### src/common/sle_defs.svh
// Purpose: Named offsets, field positions and timing figures of the lamp encoder
// Assumes: 200 MHz pclk; register offsets are byte addresses on APB
// Notes:   Times are in their own units; cycle counts are derived in the core
`ifndef SLE_DEFS_SVH
`define SLE_DEFS_SVH

`define SLE_ADDR_W          12
`define SLE_OFS_DRV         12'h000
`define SLE_OFS_NET         12'h004
`define SLE_OFS_EVT         12'h008
`define SLE_OFS_IRT         12'h00C
`define SLE_OFS_LAMP        12'h010

// Driver status word
`define SLE_DRV_ALARM       0
`define SLE_DRV_ALM_RST     1
`define SLE_DRV_INFO        2
`define SLE_DRV_TEACH       3
`define SLE_DRV_CODE_LO     4
`define SLE_DRV_CODE_HI     11
`define SLE_DRV_ORIGIN      12
`define SLE_DRV_SIM         13
`define SLE_DRV_DIAG        14
`define SLE_DRV_REMOVAL     15
`define SLE_DRV_MASK        32'h0000_FFFF

// Network status word
`define SLE_NET_CFG_BAD     0
`define SLE_NET_ONLINE      1
`define SLE_NET_CONN        2
`define SLE_NET_TIMEOUT     3
`define SLE_NET_DUP_IP      4
`define SLE_NET_LINK        5
`define SLE_NET_MASK        32'h0000_003F

// Event word, write one to fire
`define SLE_EVT_STOP_CLR    0
`define SLE_EVT_ILK_REL     1
`define SLE_EVT_FRAME       2

`define SLE_IRT_MASK        32'h0000_FFFF
`define SLE_RST_WORD        32'h0000_0000

// Timing, in nanoseconds and milliseconds
`define SLE_CLK_PERIOD_NS   5
`define SLE_MS_NS           1000000
`define SLE_BLINK_HALF_MS   250
`define SLE_GAP_MS          1000
`define SLE_ACT_HOLD_MS     50

`endif

### src/common/sle_pkg.sv
// Purpose: Types shared by the lamp encoder and its bench
// Assumes: sle_defs.svh holds the numbers
// Notes:   A two-colour lamp travels as one packed pair
package sle_pkg;

    typedef struct packed {
        logic green;
        logic red;
    } sle_lamp_t;

    // Alarm-count pattern sequencer, Gray along on -> off -> gap
    typedef enum logic [1:0] {
        SLE_PS_ON  = 2'b00,
        SLE_PS_OFF = 2'b01,
        SLE_PS_GAP = 2'b11
    } sle_pat_state_t;

    typedef enum logic [2:0] {
        SLE_PA_GREEN    = 3'h0,
        SLE_PA_SIM      = 3'h1,
        SLE_PA_ALARM    = 3'h3,
        SLE_PA_REMOVAL  = 3'h2,
        SLE_PA_ORIGIN   = 3'h6,
        SLE_PA_ILK      = 3'h7,
        SLE_PA_INFO     = 3'h5
    } sle_pa_mode_t;

endpackage

### src/core/sle_status_lamp_encoder.sv
// Purpose: Front-panel lamp encoder for a networked motor driver, APB slave
// Assumes: Software mirrors driver and network state into the status words
// Notes:   One wait state; refused accesses answer with pslverr; lamp outputs are registered
`include "sle_defs.svh"

module sle_status_lamp_encoder #(
    parameter int unsigned MS_TICK_CYC   = `SLE_MS_NS / `SLE_CLK_PERIOD_NS,
    parameter int unsigned BLINK_HALF_MS = `SLE_BLINK_HALF_MS,
    parameter int unsigned GAP_MS        = `SLE_GAP_MS,
    parameter int unsigned ACT_HOLD_MS   = `SLE_ACT_HOLD_MS
) (
    input  wire logic                      pclk,
    input  wire logic                      presetn,
    input  wire logic                      psel,
    input  wire logic                      penable,
    input  wire logic                      pwrite,
    input  wire logic [`SLE_ADDR_W-1:0]    paddr,
    input  wire logic [31:0]               pwdata,
    output logic      [31:0]               prdata,
    output logic                           pready,
    output logic                           pslverr,
    output sle_pkg::sle_lamp_t             power_alarm_lamp,
    output sle_pkg::sle_lamp_t             module_status_lamp,
    output sle_pkg::sle_lamp_t             network_status_lamp,
    output logic                           link_activity_lamp
);
    import sle_pkg::*;

    function automatic sle_lamp_t mk_lamp(input logic g, input logic r);
        sle_lamp_t l;
        l.green = g;
        l.red   = r;
        return l;
    endfunction

    function automatic logic ms_reached(input logic [15:0] cnt, input int unsigned lim);
        return cnt >= 16'(lim - 1);
    endfunction

    // ---------------- APB slave ----------------
    logic [31:0]    drv_r;
    logic [31:0]    net_r;
    logic [31:0]    irt_r;
    logic [31:0]    prdata_r;
    logic           pready_r;
    logic           pslverr_r;

    wire hit_drv  = paddr == `SLE_OFS_DRV;
    wire hit_net  = paddr == `SLE_OFS_NET;
    wire hit_evt  = paddr == `SLE_OFS_EVT;
    wire hit_irt  = paddr == `SLE_OFS_IRT;
    wire hit_lamp = paddr == `SLE_OFS_LAMP;
    wire hit_any  = hit_drv | hit_net | hit_evt | hit_irt | hit_lamp;
    // Lamp word is read-only; a write to it is refused with an error
    wire bad_acc  = ~hit_any | (pwrite & hit_lamp);
    // First access cycle prepares the answer, second one completes it
    wire acc_wait = psel & penable & ~pready_r;
    wire commit   = psel & penable & pready_r;
    wire wr_ok    = commit & pwrite & ~pslverr_r;
    wire wr_drv   = wr_ok & hit_drv;
    wire wr_net   = wr_ok & hit_net;
    wire wr_evt   = wr_ok & hit_evt;
    wire wr_irt   = wr_ok & hit_irt;

    wire ev_stop_clr = wr_evt & pwdata[`SLE_EVT_STOP_CLR];
    wire ev_ilk_rel  = wr_evt & pwdata[`SLE_EVT_ILK_REL];
    wire ev_frame    = wr_evt & pwdata[`SLE_EVT_FRAME];

    logic [31:0] lamp_word;
    wire  [31:0] rd_mux = hit_drv  ? drv_r :
                          hit_net  ? net_r :
                          hit_irt  ? irt_r :
                          hit_lamp ? lamp_word : `SLE_RST_WORD;

    always_ff @(posedge pclk or negedge presetn) begin
        if (!presetn) begin
            pready_r  <= 1'b0;
            pslverr_r <= 1'b0;
            prdata_r  <= `SLE_RST_WORD;
        end else begin
            pready_r  <= acc_wait;
            pslverr_r <= acc_wait & bad_acc;
            if (acc_wait) begin
                prdata_r <= (pwrite | bad_acc) ? `SLE_RST_WORD : rd_mux;
            end
        end
    end

    always_ff @(posedge pclk or negedge presetn) begin
        if (!presetn) begin
            drv_r <= `SLE_RST_WORD;
            net_r <= `SLE_RST_WORD;
            irt_r <= `SLE_RST_WORD;
        end else begin
            if (wr_drv) drv_r <= pwdata & `SLE_DRV_MASK;
            if (wr_net) net_r <= pwdata & `SLE_NET_MASK;
            if (wr_irt) irt_r <= pwdata & `SLE_IRT_MASK;
        end
    end

    assign prdata  = prdata_r;
    assign pready  = pready_r;
    assign pslverr = pslverr_r;

    // ---------------- Status fields ----------------
    wire       alarm      = drv_r[`SLE_DRV_ALARM];
    wire       alm_rst    = drv_r[`SLE_DRV_ALM_RST];
    wire       info       = drv_r[`SLE_DRV_INFO];
    wire       teach      = drv_r[`SLE_DRV_TEACH];
    wire [7:0] alm_code   = drv_r[`SLE_DRV_CODE_HI:`SLE_DRV_CODE_LO];
    wire       origin     = drv_r[`SLE_DRV_ORIGIN];
    wire       sim        = drv_r[`SLE_DRV_SIM];
    wire       diag       = drv_r[`SLE_DRV_DIAG];
    wire       removal    = drv_r[`SLE_DRV_REMOVAL];
    wire       cfg_bad    = net_r[`SLE_NET_CFG_BAD];
    wire       online     = net_r[`SLE_NET_ONLINE];
    wire       conn       = net_r[`SLE_NET_CONN];
    wire       conn_tmo   = net_r[`SLE_NET_TIMEOUT];
    wire       dup_ip     = net_r[`SLE_NET_DUP_IP];
    wire       link_up    = net_r[`SLE_NET_LINK];

    // ---------------- Time base ----------------
    // tick period
    logic [17:0] ms_cnt_r;
    wire         ms_tick = ms_cnt_r == 18'(MS_TICK_CYC - 1);

    always_ff @(posedge pclk or negedge presetn) begin
        if (!presetn) ms_cnt_r <= '0;
        else          ms_cnt_r <= ms_tick ? '0 : ms_cnt_r + 18'h1;
    end

    // Free-running blink phase shared by all plain blinking lamps
    logic [15:0] blk_cnt_r;
    logic        blk_ph_r;
    logic [1:0]  sim_ph_r;
    wire         blk_step = ms_tick & ms_reached(blk_cnt_r, BLINK_HALF_MS);

    always_ff @(posedge pclk or negedge presetn) begin
        if (!presetn) begin
            blk_cnt_r <= '0;
            blk_ph_r  <= 1'b0;
            sim_ph_r  <= 2'h0;
        end else if (ms_tick) begin
            blk_cnt_r <= blk_step ? '0 : blk_cnt_r + 16'h1;
            if (blk_step) begin
                blk_ph_r <= ~blk_ph_r;
                sim_ph_r <= sim_ph_r + 2'h1;
            end
        end
    end

    // ---------------- Latched conditions ----------------
    logic        removal_r;
    logic [15:0] ilk_cnt_r;
    logic [15:0] act_cnt_r;

    always_ff @(posedge pclk or negedge presetn) begin
        if (!presetn) begin
            removal_r <= 1'b0;
        end else if (removal) begin
            removal_r <= 1'b1;
        end else if (ev_stop_clr) begin
            removal_r <= 1'b0;
        end
    end

    always_ff @(posedge pclk or negedge presetn) begin
        if (!presetn) begin
            ilk_cnt_r <= '0;
        end else if (ev_ilk_rel) begin
            ilk_cnt_r <= irt_r[15:0];
        end else if (ms_tick && ilk_cnt_r != '0) begin
            ilk_cnt_r <= ilk_cnt_r - 16'h1;
        end
    end

    // traffic hold, a new frame restarts it
    always_ff @(posedge pclk or negedge presetn) begin
        if (!presetn) begin
            act_cnt_r <= '0;
        end else if (ev_frame) begin
            act_cnt_r <= 16'(ACT_HOLD_MS);
        end else if (ms_tick && act_cnt_r != '0) begin
            act_cnt_r <= act_cnt_r - 16'h1;
        end
    end

    // ---------------- Power/alarm mode ----------------
    sle_pa_mode_t pa_mode;
    sle_pa_mode_t pa_mode_r;

    // priority order; simulation outranks all as a whole-driver mode
    assign pa_mode = sim                ? SLE_PA_SIM     :
                     alarm              ? SLE_PA_ALARM   :
                     removal_r          ? SLE_PA_REMOVAL :
                     origin             ? SLE_PA_ORIGIN  :
                     (ilk_cnt_r != '0)  ? SLE_PA_ILK     :
                     (info | teach)     ? SLE_PA_INFO    : SLE_PA_GREEN;

    // Counted pattern: alarm code for alarms (one when the code is zero), two for information
    wire [7:0] pat_len  = (pa_mode == SLE_PA_ALARM) ? ((alm_code == 8'h0) ? 8'h1 : alm_code)
                                                    : 8'h2;
    wire       pat_rest = pa_mode != pa_mode_r;

    sle_pat_state_t ps_r;
    logic [15:0]    ps_cnt_r;
    logic [7:0]     ps_blinks_r;
    wire            ps_half = ms_tick & ms_reached(ps_cnt_r, BLINK_HALF_MS);
    wire            ps_gap  = ms_tick & ms_reached(ps_cnt_r, GAP_MS);

    always_ff @(posedge pclk or negedge presetn) begin
        if (!presetn) begin
            pa_mode_r   <= SLE_PA_GREEN;
            ps_r        <= SLE_PS_ON;
            ps_cnt_r    <= '0;
            ps_blinks_r <= '0;
        end else begin
            pa_mode_r <= pa_mode;
            if (pat_rest) begin
                ps_r        <= SLE_PS_ON;
                ps_cnt_r    <= '0;
                ps_blinks_r <= '0;
            end else if (ms_tick) begin
                ps_cnt_r <= ps_cnt_r + 16'h1;
                unique case (ps_r)
                    SLE_PS_ON: begin
                        if (ps_half) begin
                            ps_r        <= SLE_PS_OFF;
                            ps_cnt_r    <= '0;
                            ps_blinks_r <= ps_blinks_r + 8'h1;
                        end
                    end
                    SLE_PS_OFF: begin
                        if (ps_half) begin
                            ps_r     <= (ps_blinks_r >= pat_len) ? SLE_PS_GAP : SLE_PS_ON;
                            ps_cnt_r <= '0;
                        end
                    end
                    SLE_PS_GAP: begin
                        if (ps_gap) begin
                            ps_r        <= SLE_PS_ON;
                            ps_cnt_r    <= '0;
                            ps_blinks_r <= '0;
                        end
                    end
                    default: begin
                        ps_r     <= SLE_PS_ON;
                        ps_cnt_r <= '0;
                    end
                endcase
            end
        end
    end

    wire pat_on = ps_r == SLE_PS_ON;

    sle_lamp_t pa_nxt;
    always_comb begin
        unique case (pa_mode)
            SLE_PA_SIM:     pa_nxt = mk_lamp(~sim_ph_r[1] & ~sim_ph_r[0] | (sim_ph_r == 2'h2),
                                             sim_ph_r == 2'h1 | sim_ph_r == 2'h2);
            SLE_PA_ALARM:   pa_nxt = mk_lamp(1'b0, pat_on);
            SLE_PA_REMOVAL: pa_nxt = mk_lamp(blk_ph_r, 1'b0);
            SLE_PA_ORIGIN:  pa_nxt = mk_lamp(1'b1, 1'b1);
            SLE_PA_ILK:     pa_nxt = mk_lamp(blk_ph_r, blk_ph_r);
            SLE_PA_INFO:    pa_nxt = mk_lamp(pat_on, pat_on);
            default:        pa_nxt = mk_lamp(1'b1, 1'b0);
        endcase
    end

    // ---------------- Module status ----------------
    sle_lamp_t ms_nxt;
    sle_lamp_t alt_lamp;
    assign alt_lamp = mk_lamp(blk_ph_r, ~blk_ph_r);

    always_comb begin
        if (diag) begin
            ms_nxt = alt_lamp;
        end else if (alarm && !alm_rst) begin
            ms_nxt = mk_lamp(1'b0, 1'b1);
        end else if ((alarm && alm_rst) || dup_ip) begin
            ms_nxt = mk_lamp(1'b0, blk_ph_r);
        end else if (cfg_bad) begin
            ms_nxt = mk_lamp(blk_ph_r, 1'b0);
        end else begin
            ms_nxt = mk_lamp(1'b1, 1'b0);
        end
    end

    // ---------------- Network status ----------------
    sle_lamp_t ns_nxt;
    always_comb begin
        if (diag) begin
            ns_nxt = alt_lamp;
        end else if (dup_ip) begin
            ns_nxt = mk_lamp(1'b0, 1'b1);
        end else if (conn_tmo) begin
            ns_nxt = mk_lamp(1'b0, blk_ph_r);
        end else if (!online) begin
            ns_nxt = mk_lamp(1'b0, 1'b0);
        end else if (conn) begin
            ns_nxt = mk_lamp(1'b1, 1'b0);
        end else begin
            ns_nxt = mk_lamp(blk_ph_r, 1'b0);
        end
    end

    wire la_nxt = link_up & ((act_cnt_r != '0) ? blk_ph_r : 1'b1);

    // ---------------- Output flops ----------------
    sle_lamp_t pa_r;
    sle_lamp_t ms_r;
    sle_lamp_t ns_r;
    logic      la_r;

    always_ff @(posedge pclk or negedge presetn) begin
        if (!presetn) begin
            pa_r <= '0;
            ms_r <= '0;
            ns_r <= '0;
            la_r <= 1'b0;
        end else begin
            pa_r <= pa_nxt;
            ms_r <= ms_nxt;
            ns_r <= ns_nxt;
            la_r <= la_nxt;
        end
    end

    assign power_alarm_lamp    = pa_r;
    assign module_status_lamp  = ms_r;
    assign network_status_lamp = ns_r;
    assign link_activity_lamp  = la_r;

    // Read-back of what the panel shows plus internal progress
    assign lamp_word = {8'h0, ps_blinks_r, 1'b0, pa_mode_r, removal_r,
                        (ilk_cnt_r != '0), (act_cnt_r != '0), la_r,
                        ns_r, ms_r, pa_r, 2'h0};

endmodule

### config.mk
export PLATFORM = sky130hd
export DESIGN_NAME = sle_status_lamp_encoder
export DESIGN_NICKNAME = d
export VERILOG_FILES = /design/src/common/sle_pkg.sv /design/src/core/sle_status_lamp_encoder.sv
export VERILOG_INCLUDE_DIRS = /design/src /design/src/common
export SDC_FILE = /design/constraint.sdc
export NUM_CORES = 1
export LEC_CHECK = 0
export BUFFER_PORTS_ARGS = -buffer_cell sky130_fd_sc_hd__buf_4
export CORE_MARGIN = 2
export CORE_UTILIZATION = 59
export DETAILED_ROUTE_END_ITERATION = 6
export GPL_ROUTABILITY_DRIVEN = 0
export GPL_TIMING_DRIVEN = 0
export PLACE_DENSITY = 0.78
export SETUP_SLACK_MARGIN = 0.05
export SYNTH_ARGS = -nofsm -noshare
export SYNTH_HDL_FRONTEND = slang
export SYNTH_SLANG_ARGS = --single-unit
### constraint.sdc
create_clock -name pclk -period 3.2 [get_ports pclk]
set_input_delay 0.64 -clock pclk [delete_from_list [all_inputs] [get_ports pclk]]
set_output_delay 0.64 -clock pclk [all_outputs]
set_load 0.01 [all_outputs]
==> impl_metrics.ini <==
[cells_and_area]
layout_commonest_cell = dfrtp_1
final_cell_count_no_fill = 1158
drive_above_1_share_pct = 17.8
area_delta_synth_final_pct = 16.2
final_area_um2 = 10100
fillCellCount = 1119
fin_util_pct = 69.7
nets = 1034
n_antenna_cell = 0
layout_common_cells = dfrtp_1 (170), nor2_1 (96), nand2_1 (80)

[place]
io_buffer_count = 65
place_area_um2 = 9440
post-place-ws_ns = -0.237
dp_hpwl_mm = 14.6
dp.cells = 1131

[yosys]
ys_warn_count = 0
synth_flop_cell = dfrtp_1
synthCells = 874
synth_cell_types = 67
ys_async_sr_fraction_pct = 100
syn_avg_cell_area_um2 = 9.90
synth_edf_count = 0
ys_seq_area_share_pct = 49.2
synth-seq-cells = 170
synth.cell_area_um2 = 8650

[sta]
finalWorstSetupSlack_ns = 0.248
relSlewSlack_pct = 30.3
rsz0062_at_grt = no
slew_viol_final = 0
hold_ws_ns = 0.193
clock_skew_ns = 0.00795
setup_viol_count_final = 0
layout_worst_path_cycle_share_pct = 92.2
hold_viol_final = 0
period_needed_ns = 2.95
max_freq_ghz = 0.339
worst_pin_slew_ns = 1.04

[worst_setup_path]
cp-end-kind = register
regToRegSetupSlack_ns = 0.25
cp.arrival_ns = 3.30
rr_worst_depth = 7
cp-start-kind = register
required_ns = 3.55
critPathMaxFanout = 10
worstSetupPathType = reg -> reg
cp-startpoint = ms_cnt_r[9]
rr_startpoint = ms_cnt_r[9]
r2r_end = ps_r[1]

[detailed_routing]
ant_nets = 0
dr.pass1.iters = 5
viasPerCell = 5.98
drt_iter0_drc = 606
drc = 0
wl_per_cell_um = 17.8
vias = 6920
postRouteWirelength_mm = 20.6

[global_routing]
antenna_found_initial = 0
grt-ovfl-total = 0
grt_max_degree = 98
gr-usage-all-layers_pct = 27.2
grt_first_pass_wirelength_mm = 34.1
grt_pass1_vias = 6717

[status]
status = finished, final reports clean

[die]
die_h_um = 125
dieWidth_um = 125
ios = 90
dieArea_um2 = 15600
row_count = 44
initial_utilization_pct = 60.0
fp.coreArea_um2 = 14400

[cts]
clkLatencyLatePin_ns = 0.42
postCtsSetupRepairBufs = 0
h-tree-depth = 4
cts_inserted_buffers = 17
clk_pin_slew_worst_paths_ns = 0.06
cts_hold_buf = 0
clock_path_buffers = 2
cts_tree = built
cts_root_buf = clkbuf_16
clkSinkCount = 170

[job]
maxCapViolCount = 0

[power_and_ir_drop]
p_seq_share_pct = 48.6
p_sw_share_pct = 20.3
p_int_mw = 3.53
comb_power_share_pct = 3.1
pwr_density_cell_nw_per_um2 = 441
p_clk_share_pct = 48.4
switching_power_mw = 0.900
p_leak_nw = 4.36
ir_drop_uv = 375

[min_path]
hold_path.class = in -> async
[kinds of logic (layout without fill, tap and decap cells)]
| logic type | after synthesis | count (layout) | share of synthesized area (%) |
|---|---|---|---|
| other cells | 1 | 8 | 0.0433 |
| buf+inv | 76 | 169 | 4.11 |
| mux | 47 | 47 | 6.00 |
| compound gates | 174 | 174 | 12.7 |
| xor+xnor | 48 | 48 | 4.86 |
| fa+ha+maj | 21 | 21 | 3.04 |
| flops | 170 | 170 | 49.2 |
| simple gates | 337 | 337 | 20.1 |
[metrics by stage]
step | power, mW | TNS (ns)
3_5_place_dp | 2.33 | -8.60
2_1_floorplan | 2.23 | 0
4_1_cts | 4.46 | 0
5_1_grt | 4.58 | 0
6_report | 4.43 | 0
3_3_place_gp | 2.32 | -8.42
[synth_stat cells (all sizes together), types with 18 or more instances]
cell    instances  share of area (%)
nor2           96                4.2
xnor2          38                3.8
a31oi          18                1.3
nor4           22                1.8
dfrtp         170                 49
nand2          80                3.5
a21oi          54                3.1
clkbuf         33                1.4
mux2           39                5.1
ha             21                3.0
buf            22                1.8
nor3           22                1.4
nand3          28                1.6
o21ai          37                2.1
inv            21               0.91
[worst max-delay path, cell delays in order (launching register included)]
cell	delay, ns
dfrtp_1	0.41
nor4bb_1	0.26
and4_1	0.56
and2_0	0.46
clkbuf_1	0.42
clkbuf_1	0.45
nand4_1	0.14
a21oi_1	0.16
[cell type report]
class                           count  area, um^2  share of cell area, %
Buffer                             53         270                   2.69
Clock buffer                       21         460                   4.58
Clock inverter                      8         145                   1.44
Inverter                           21        78.8                  0.784
Multi-Input combinational cell    635        4090                   40.7
Sequential cell                   170        4250                   42.3
Tap cell                          184         230                   2.29
Timing Repair Buffer               66         523                   5.20
[timing repair]
action                                  in CTS  in global routing
endpoints found under the setup margin      41                 36
pin swaps                                    0                  0
gates resized for setup                      1                  4
cloned                                       0                  0
[how the worst max path moves through the flow]
stage          cells after the start             end  slack, ns
6_report                           7         ps_r[1]       0.25
2_1_floorplan                      6       irt_r[10]       0.55
5_1_grt                            7  ps_blinks_r[3]       0.07
3_3_place_gp                       8         ps_r[1]      -0.29
4_1_cts                            8         ps_r[1]       0.11
3_5_place_dp                       9    ilk_cnt_r[5]      -0.24
[metal layers]
layer / wire, um / vias up / share of wire [%] / track usage [%]
met4: 400 / 0 / 1.9 / 7.71
met3: 976 / 27 / 4.7 / 5.69
met1: 8930 / 3394 / 43 / 36.7
met5: 0 / - / 0 / 0
li1: - / 3290 / - / -
met2: 10300 / 209 / 50 / 44.9
[power groups by stage]
stage                     sequential, mW  clock (mW)  combinational (mW)
after floorplan                     2.19           0              0.0389
after global placement              2.19           0               0.131
after detailed placement            2.19           0               0.137
after CTS                           2.15        2.17               0.138
after global routing                2.15        2.27               0.152
final                               2.15        2.14               0.136
[registers in the layout, indices dropped and copies added, names as in the netlist, 3 cells and up]
register and count:
blk_cnt_r 16, ps_cnt_r 16, drv_r 16, act_cnt_r 16, prdata 24, net_r 6
ps_blinks_r 8, ms_cnt_r 18, ilk_cnt_r 16, irt_r 16, pa_mode_r 3
Power figures use the tool's default switching activity.
